File: src/inc/wd_defines.svh
// Purpose: offsets, field positions, reset values and codes of the watchdog
// Assumes: byte addresses on a 32-bit avalon-mm slave port
// Notes: definitions only
`ifndef WD_DEFINES_SVH
`define WD_DEFINES_SVH
// ----------------------------------------
// register byte offsets
// ----------------------------------------
`define WD_OFF_CTRL     8'h00
`define WD_OFF_TIMEOUT  8'h04
`define WD_OFF_PRESCALE 8'h08
`define WD_OFF_CLEAR    8'h0c
`define WD_OFF_LOCK     8'h10
`define WD_OFF_COUNT    8'h14
`define WD_OFF_STATUS   8'h18
// ----------------------------------------
// field positions
// ----------------------------------------
`define WD_CTRL_COUNT_EN 0
`define WD_CTRL_IRQ_EN   1
`define WD_CTRL_RST_EN   2
`define WD_CTRL_SUSPEND  3
`define WD_CLEAR_IRQ     0
`define WD_CLEAR_RST     1
`define WD_STAT_IRQ      0
`define WD_STAT_RST      1
`define WD_STAT_LOCKED   2
// ----------------------------------------
// reset values and codes
// ----------------------------------------
`define WD_TIMEOUT_RST  32'hffff_ffff
`define WD_PRESCALE_RST 16'h0000
`define WD_LOCK_RST     32'h0000_0000
// unlock key, value arbitrary
`define WD_MAGIC        32'h5a5a_c3c3
`endif

File: src/inc/wd_pkg.sv
// Purpose: types shared by the watchdog modules
// Assumes: nothing
// Notes: numbers live in wd_defines.svh
package wd_pkg;
    typedef enum logic [1:0] {
        RESP_OKAY = 2'b00,
        RESP_SLAVE_ERR = 2'b10,
        RESP_DECODE_ERR = 2'b11
    } resp_t;
    typedef struct packed {
        logic [31:0] count;
        logic [15:0] presc;
        logic irq_pend;
        logic rst_pend;
        logic expire;
    } core_st_t;
    typedef struct packed {
        logic [2:0] sync;
        logic tick;
        logic waitreq;
        resp_t resp;
        logic wr_ok;
        logic [31:0] rdata;
        logic [31:0] lock;
        logic count_en;
        logic irq_en;
        logic rst_en;
        logic suspend;
        logic [31:0] timeout;
        logic [15:0] prescale;
        logic load;
        logic clr_irq;
        logic clr_rst;
        logic irq;
        logic wd_reset;
    } top_st_t;
endpackage

File: src/inc/wd_ctrl_if.sv
// Purpose: control and status between register side and timer core
// Assumes: one clock, core_clk
// Notes: load, tick, clears and expire are one-cycle pulses
`timescale 1ns/1ps
`default_nettype none
interface wd_ctrl_if;
    logic count_en;
    logic suspend;
    logic [31:0] timeout;
    logic [15:0] prescale;
    logic load;
    logic tick;
    logic clr_irq;
    logic clr_rst;
    logic [31:0] count;
    logic irq_pend;
    logic rst_pend;
    logic expire;
    modport regs (output count_en, suspend, timeout, prescale, load, tick, clr_irq, clr_rst,
                  input count, irq_pend, rst_pend, expire);
    modport core (input count_en, suspend, timeout, prescale, load, tick, clr_irq, clr_rst,
                  output count, irq_pend, rst_pend, expire);
endinterface
`default_nettype wire

File: src/verilog/wd_timer_core.sv
// Purpose: prescaler and 32-bit down counter with expiry tracking
// Assumes: tick marks one timer clock edge, already synchronised
// Notes: clears lose to a same-cycle expiry
`timescale 1ns/1ps
`default_nettype none
`include "wd_defines.svh"
module wd_timer_core
    import wd_pkg::*;
(
    // clock and reset
    input wire logic core_clk,
    input wire logic rst,
    // control and status
    wd_ctrl_if.core c
);
    core_st_t s;
    core_st_t next_s;
    logic run;

    // ----------------------------------------
    // counting
    // ----------------------------------------
    always_comb begin
        run = c.count_en && !c.suspend;
        next_s = s;
        next_s.expire = 1'b0;
        if (c.clr_irq) begin
            next_s.irq_pend = 1'b0;
        end
        if (c.clr_rst) begin
            next_s.rst_pend = 1'b0;
        end
        if (c.load) begin
            next_s.count = c.timeout;
            next_s.presc = 16'h0000;
        end else if (c.tick && run) begin
            if (s.presc == c.prescale) begin
                next_s.presc = 16'h0000;
                if (s.count == 32'h0000_0000) begin
                    next_s.count = c.timeout;
                    next_s.expire = 1'b1;
                    next_s.irq_pend = 1'b1;
                    // second expiry with the first still unserviced
                    if (s.irq_pend && !c.clr_irq) begin
                        next_s.rst_pend = 1'b1;
                    end
                end else begin
                    next_s.count = s.count - 32'h0000_0001;
                end
            end else begin
                next_s.presc = s.presc + 16'h0001;
            end
        end
    end

    always_ff @(posedge core_clk) begin
        if (rst) begin
            s <= '{count: `WD_TIMEOUT_RST, presc: 16'h0000, default: 1'b0};
        end else begin
            s <= next_s;
        end
    end

    assign c.count = s.count;
    assign c.irq_pend = s.irq_pend;
    assign c.rst_pend = s.rst_pend;
    assign c.expire = s.expire;
endmodule
`default_nettype wire

File: src/verilog/wd_top.sv
// Purpose: watchdog with avalon-mm register slave and prescaled down counter
// Assumes: timer_clk is slow against core_clk and asynchronous to it
// Notes:
`timescale 1ns/1ps
`default_nettype none
`include "wd_defines.svh"
module wd_top
    import wd_pkg::*;
(
    // clock and reset
    input wire logic core_clk,
    input wire logic rst,
    // avalon-mm slave
    input wire logic [7:0] address,
    input wire logic read,
    input wire logic write,
    input wire logic [31:0] writedata,
    input wire logic [3:0] byteenable,
    output var logic [31:0] readdata,
    output var logic waitrequest,
    output var logic [1:0] response,
    // timer clock, sampled
    input wire logic timer_clk,
    // watchdog outputs
    output var logic irq,
    output var logic wd_reset
);
    top_st_t st;
    top_st_t next_st;
    logic req;
    logic grant;
    logic done;
    logic unlocked;
    logic cfg_target;
    resp_t next_resp;
    logic [31:0] rd_val;
    logic [31:0] presc_merged;

    wd_ctrl_if c();

    wd_timer_core u_core (
        .core_clk(core_clk),
        .rst(rst),
        .c(c)
    );

    // ----------------------------------------
    // helpers
    // ----------------------------------------
    function automatic logic [31:0] merge(input logic [31:0] old, input logic [31:0] wd,
                                          input logic [3:0] be);
        logic [31:0] r;
        r = old;
        for (int i = 0; i < 4; i++) begin
            if (be[i]) begin
                r[8*i +: 8] = wd[8*i +: 8];
            end
        end
        return r;
    endfunction

    function automatic logic is_mapped(input logic [7:0] a);
        return a == `WD_OFF_CTRL || a == `WD_OFF_TIMEOUT || a == `WD_OFF_PRESCALE
            || a == `WD_OFF_CLEAR || a == `WD_OFF_LOCK || a == `WD_OFF_COUNT
            || a == `WD_OFF_STATUS;
    endfunction

    // ----------------------------------------
    // register side and answer
    // ----------------------------------------
    always_comb begin
        req = read || write;
        // first wait cycle decides, the low-waitrequest cycle completes
        grant = req && st.waitreq && !st.wr_ok && st.resp == RESP_OKAY;
        done = req && !st.waitreq;
        unlocked = st.lock == `WD_MAGIC;
        cfg_target = address == `WD_OFF_CTRL || address == `WD_OFF_TIMEOUT
            || address == `WD_OFF_PRESCALE;
        // a function result cannot be part-selected, so widen through a net
        presc_merged = merge({16'h0000, st.prescale}, writedata, byteenable);
        rd_val = 32'h0000_0000;
        unique case (address)
            `WD_OFF_CTRL: begin
                rd_val[`WD_CTRL_COUNT_EN] = st.count_en;
                rd_val[`WD_CTRL_IRQ_EN] = st.irq_en;
                rd_val[`WD_CTRL_RST_EN] = st.rst_en;
                rd_val[`WD_CTRL_SUSPEND] = st.suspend;
            end
            `WD_OFF_TIMEOUT: rd_val = st.timeout;
            `WD_OFF_PRESCALE: rd_val = {16'h0000, st.prescale};
            `WD_OFF_LOCK: rd_val = st.lock;
            `WD_OFF_COUNT: rd_val = c.count;
            `WD_OFF_STATUS: begin
                rd_val[`WD_STAT_IRQ] = c.irq_pend;
                rd_val[`WD_STAT_RST] = c.rst_pend;
                rd_val[`WD_STAT_LOCKED] = !unlocked;
            end
            default: rd_val = 32'h0000_0000;
        endcase
        if (!is_mapped(address)) begin
            next_resp = RESP_DECODE_ERR;
        end else if (write && cfg_target && !unlocked) begin
            next_resp = RESP_SLAVE_ERR;
        end else begin
            next_resp = RESP_OKAY;
        end

        next_st = st;
        next_st.load = 1'b0;
        next_st.clr_irq = 1'b0;
        next_st.clr_rst = 1'b0;
        // sync[0] feeds only sync[1]; sync[2] is the delayed copy for edges
        next_st.sync = {st.sync[1:0], timer_clk};
        next_st.tick = st.sync[1] && !st.sync[2];
        next_st.irq = c.irq_pend && st.irq_en;
        next_st.wd_reset = c.rst_pend && st.rst_en;
        if (grant) begin
            next_st.waitreq = 1'b0;
            next_st.resp = next_resp;
            next_st.wr_ok = write && next_resp == RESP_OKAY;
            next_st.rdata = read ? rd_val : 32'h0000_0000;
        end else if (done) begin
            next_st.waitreq = 1'b1;
            next_st.resp = RESP_OKAY;
            next_st.wr_ok = 1'b0;
            if (st.wr_ok) begin
                unique case (address)
                    `WD_OFF_CTRL: begin
                        if (byteenable[0]) begin
                            next_st.count_en = writedata[`WD_CTRL_COUNT_EN];
                            next_st.irq_en = writedata[`WD_CTRL_IRQ_EN];
                            next_st.rst_en = writedata[`WD_CTRL_RST_EN];
                            next_st.suspend = writedata[`WD_CTRL_SUSPEND];
                        end
                    end
                    `WD_OFF_TIMEOUT: begin
                        next_st.timeout = merge(st.timeout, writedata, byteenable);
                        next_st.load = 1'b1;
                    end
                    `WD_OFF_PRESCALE: begin
                        next_st.prescale = presc_merged[15:0];
                    end
                    `WD_OFF_CLEAR: begin
                        // servicing stays open while locked
                        next_st.clr_irq = byteenable[0] && writedata[`WD_CLEAR_IRQ];
                        next_st.clr_rst = byteenable[0] && writedata[`WD_CLEAR_RST];
                    end
                    `WD_OFF_LOCK: next_st.lock = merge(st.lock, writedata, byteenable);
                    default: next_st.lock = st.lock;
                endcase
            end
        end
    end

    always_ff @(posedge core_clk) begin
        if (rst) begin
            st <= '{waitreq: 1'b1, resp: RESP_OKAY, timeout: `WD_TIMEOUT_RST,
                    prescale: `WD_PRESCALE_RST, lock: `WD_LOCK_RST, default: '0};
        end else begin
            st <= next_st;
        end
    end

    // ----------------------------------------
    // wiring to core and pins
    // ----------------------------------------
    assign c.count_en = st.count_en;
    assign c.suspend = st.suspend;
    assign c.timeout = st.timeout;
    assign c.prescale = st.prescale;
    assign c.load = st.load;
    assign c.tick = st.tick;
    assign c.clr_irq = st.clr_irq;
    assign c.clr_rst = st.clr_rst;
    assign readdata = st.rdata;
    assign waitrequest = st.waitreq;
    assign response = st.resp;
    assign irq = st.irq;
    assign wd_reset = st.wd_reset;
endmodule
`default_nettype wire

File: config.mk
export PLATFORM = sky130hd
export DESIGN_NAME = wd_top
export DESIGN_NICKNAME = d
export VERILOG_FILES = /design/src/inc/wd_pkg.sv /design/src/inc/wd_ctrl_if.sv /design/src/verilog/wd_timer_core.sv /design/src/verilog/wd_top.sv
export VERILOG_INCLUDE_DIRS = /design/src /design/src/inc
export SDC_FILE = /design/constraint.sdc
export NUM_CORES = 1
export LEC_CHECK = 0
export BUFFER_PORTS_ARGS = -buffer_cell sky130_fd_sc_hd__buf_2
export CELL_PAD_IN_SITES_DETAIL_PLACEMENT = 1
export CELL_PAD_IN_SITES_GLOBAL_PLACEMENT = 1
export CORE_MARGIN = 1.5
export CORE_UTILIZATION = 40
export CTS_BUF_LIST = sky130_fd_sc_hd__clkbuf_8 sky130_fd_sc_hd__clkbuf_16
export DETAILED_ROUTE_END_ITERATION = 12
export PLACE_DENSITY = 0.8
export SLEW_MARGIN = 5
export SYNTH_ARGS = -nofsm -noshare
export SYNTH_HDL_FRONTEND = slang
export SYNTH_SLANG_ARGS = --single-unit
File: constraint.sdc
create_clock -name core_clk -period 2.6 [get_ports core_clk]
set_input_delay 0.26 -clock core_clk [delete_from_list [all_inputs] [get_ports core_clk]]
set_output_delay 0.26 -clock core_clk [all_outputs]
set_load 0.05 [all_outputs]
==> results.yml <==
pwr:
  p_seq_share_pct: 49.1
  pwr-share-comb_pct: 5.4
  p_per_area_mw_per_mm2: 555
  p_sw_mw: 1.42
  switching_share_pct: 25.1
  internal_power_mw: 4.22
  ir_worst_vdd_mv: 0.448
  clockPowerShare_pct: 45.5
  p_leak_nw: 3.56
clocking:
  clkSlewWorstSetupHoldPaths_ps: 70
  cts_buffer_depth: 2
  htreeDepth: 4
  post_cts_buffers: 0
  cts_buffers: 17
  cts_tree: "built"
  clk_latency_ps: 440
  clock_sinks: 179
  ctsRootBufferMaster: "clkbuf_16"
cells_and_area:
  area_growth_pct: 15.0
  fillers: 2647
  nets: 1179
  layout-drive-gt1-share_pct: 17.3
  antennaDiodeCount: 0
place:
  preCtsSetupSlack_ps: 74.1
  hpwlAfterDp_microns: 21900
  io_buffers: 85
  gp_congestion: 0.896
global_route:
  grtUsageMet1_pct: 39.0
  grt_pass1_wl_microns: 47600
  grt-busiest-layer: "met2"
  use_met3_pct: 4.67
  antenna_found_initial: 0
  grt_max_degree: 73
  grt.overflow.total: 0
  first_global_vias: 8352
  met2_usage_pct: 41.2
  grt_use_total_pct: 27.2
sta:
  relSlewSlack_pct: 48.3
  timing.final.crit_share_pct: 96.8
  slew_violations: 0
  fin_ws_ps: 84.3
  tightestPinTransition_ps: 775
  hold_viol: 0
  fmax_mhz: 397
  fin_tns_setup_ps: 0
  finalSetupViolations: 0
  grt_setup_unrepaired: "false"
  layout_min_cycle_time_ps: 2520
  skew_ps: 10.4
yosys:
  yosys_warnings: 0
  synth_top_area_share_pct: 40.5
  seq_area_frac_synth_pct: 40.5
  synthMuxAreaShare_pct: 2.86
  synthSimpleGateAreaFrac_pct: 24.5
  syn_area_sq_mm: 0.00884
  async_flop_share_pct: 0
  synthesis.nets: 1119
  synth_area_leaders: "dfxtp_1 (41%), nand2_1 (5.9%), a21oi_1 (3.9%)"
  synth_edf_count: 0
  avgSynthCellArea_sq_um: 8.29
  synthTopCellsByCount: "dfxtp_1 (179), nand2_1 (138), nor2_1 (90), a21oi_1 (69), clkbuf_1 (55)"
  synth-seq-cells: 179
  synth_flop_cell: "dfxtp_1"
  synth_area_leader_cell: "dfxtp_1"
  synth_xor_area_share_pct: 4.16
  ys_types: 64
  syn_inst: 1067
  synth-compound-area-share_pct: 21.0
  synth_top_family_by_area: "simple AND/OR/NAND/NOR gates"
  synth.most_common_cell: "dfxtp_1"
  synth_fa_ha_area_share_pct: 0.424
critical_path:
  crit_type: "reg -> reg"
  required_ps: 2890
  start_kind: "register"
  reg2reg_slack_ps: 80
  arrival_ps: 2810
  cp_max_fo: 14
  critPathCaptureType: "register"
job:
  cap_violations: 0
routing:
  ant_nets: 0
  first_pass_iters: 5
  vias: 8516
  drt-total-wl_microns: 30400
  viasPerCell: 6.00
  post-route-drc-count: 0
  detail_route.wl_per_cell_microns: 21.4
  drt_iter0_markers: 696
die:
  dieArea_sq_mm: 0.0230
  io-pin-count: 86
  fp.dieW_microns: 152
  initial_core_util_pct: 40.7
  die_h_microns: 152
  coreArea_sq_mm: 0.0218
  num_rows: 54
run_status:
  status: "finished clean"
worst_hold_path:
  hold_path_class: "in -> reg"
-- layout make-up --
type	count	area, sq um	share of cell area, %
Multi-Input combinational cell	775	4720	46.4
Sequential cell	179	3580	35.2
Timing Repair Buffer	145	903	8.89
Clock buffer	19	453	4.45
Tap cell	280	350	3.45
Clock inverter	13	126	1.24
Inverter	9	33.8	0.332
-- cells by family after synthesis --
kind of cell	count (synthesis)
XOR/XNOR	42
AO/OA/AOI/OAI	271
adder cells (fa/ha/maj)	3
buffers and inverters	113
AND/OR/NAND/NOR	434
flip-flops	179
multiplexers	25
-- layout by cell type (no fill, tap or decap), types with 26 or more instances in the layout --
| cell | count |
|---|---|
| dfxtp_1 | 179 |
| nand2_1 | 138 |
| nor2_1 | 89 |
| buf_2 | 84 |
| a21oi_1 | 69 |
| buf_4 | 59 |
| o21ai_0 | 44 |
| nor2b_1 | 43 |
| nor3_1 | 41 |
| a211o_1 | 38 |
| xnor2_1 | 26 |
-- power by group through the flow --
| stage | logic (mW) | registers [mW] | clock network, mW |
|---|---|---|---|
| after CTS | 0.303 | 2.77 | 2.60 |
| after global placement | 0.297 | 2.83 | 0 |
| after detailed placement | 0.300 | 2.83 | 0 |
| after floorplan | 0.168 | 2.84 | 0 |
| final | 0.306 | 2.77 | 2.57 |
| after global routing | 0.329 | 2.77 | 2.69 |
-- metal layers --
metal | share of wire [%] | vias up
met5 | 0 | -
met4 | 2.3 | 0
met3 | 7.4 | 46
met2 | 44 | 321
met1 | 46 | 4192
li1 | - | 3957
-- flip-flops by register name, indices dropped and copies added (netlist names), 2 cells and up --
register        cells
response            2
u_core.s           16
c.timeout          32
c.prescale         16
u_core.c.count     32
next_st             2
st                 36
readdata           32
-- worst max-delay path, stage by stage, from the launching register on --
cell	delay, ps
dfxtp_1	330
and3b_1	350
nand4_1	140
nor4_2	250
buf_4	250
nand2_1	200
buf_4	260
a2111oi_0	490
a211oi_1	80
-- through the flow --
stage	utilization (%)	hold slack, ps	instances	power (mW)	instance area, sq um
3_3_place_gp	44.0	377	1388	3.13	9570
3_5_place_dp	44.0	382	1388	3.13	9570
2_1_floorplan	-	367	1067	3.00	8840
5_1_grt	46.7	45.7	1420	5.79	10200
4_1_cts	46.7	20.9	1420	5.67	10100
6_report	46.7	30.3	1420	5.64	10200
-- path summary, 6_finish.rpt --
| check | depth (start not counted) | endpoint | startpoint |
|---|---|---|---|
| worst max register to register | 8 | u_core.c.count[0]$_SDFFE_PP1P_ | c.suspend$_SDFFE_PP0P_ |
| worst min register to register | 1 | c.tick$_SDFF_PP0_ | st[128]$_SDFF_PP0_ |
| worst min-delay path | 2 | next_st[127]$_SDFF_PP0_ | timer_clk |
| worst max-delay path | 8 | u_core.c.count[0]$_SDFFE_PP1P_ | c.suspend$_SDFFE_PP0P_ |
-- repair_timing --
action / in CTS / in global routing
setup endpoints to repair: 0 / 19
resized for setup: 0 / 3
hold buffers: 0 / 0
No activity file was read; power rests on OpenSTA's default activity.
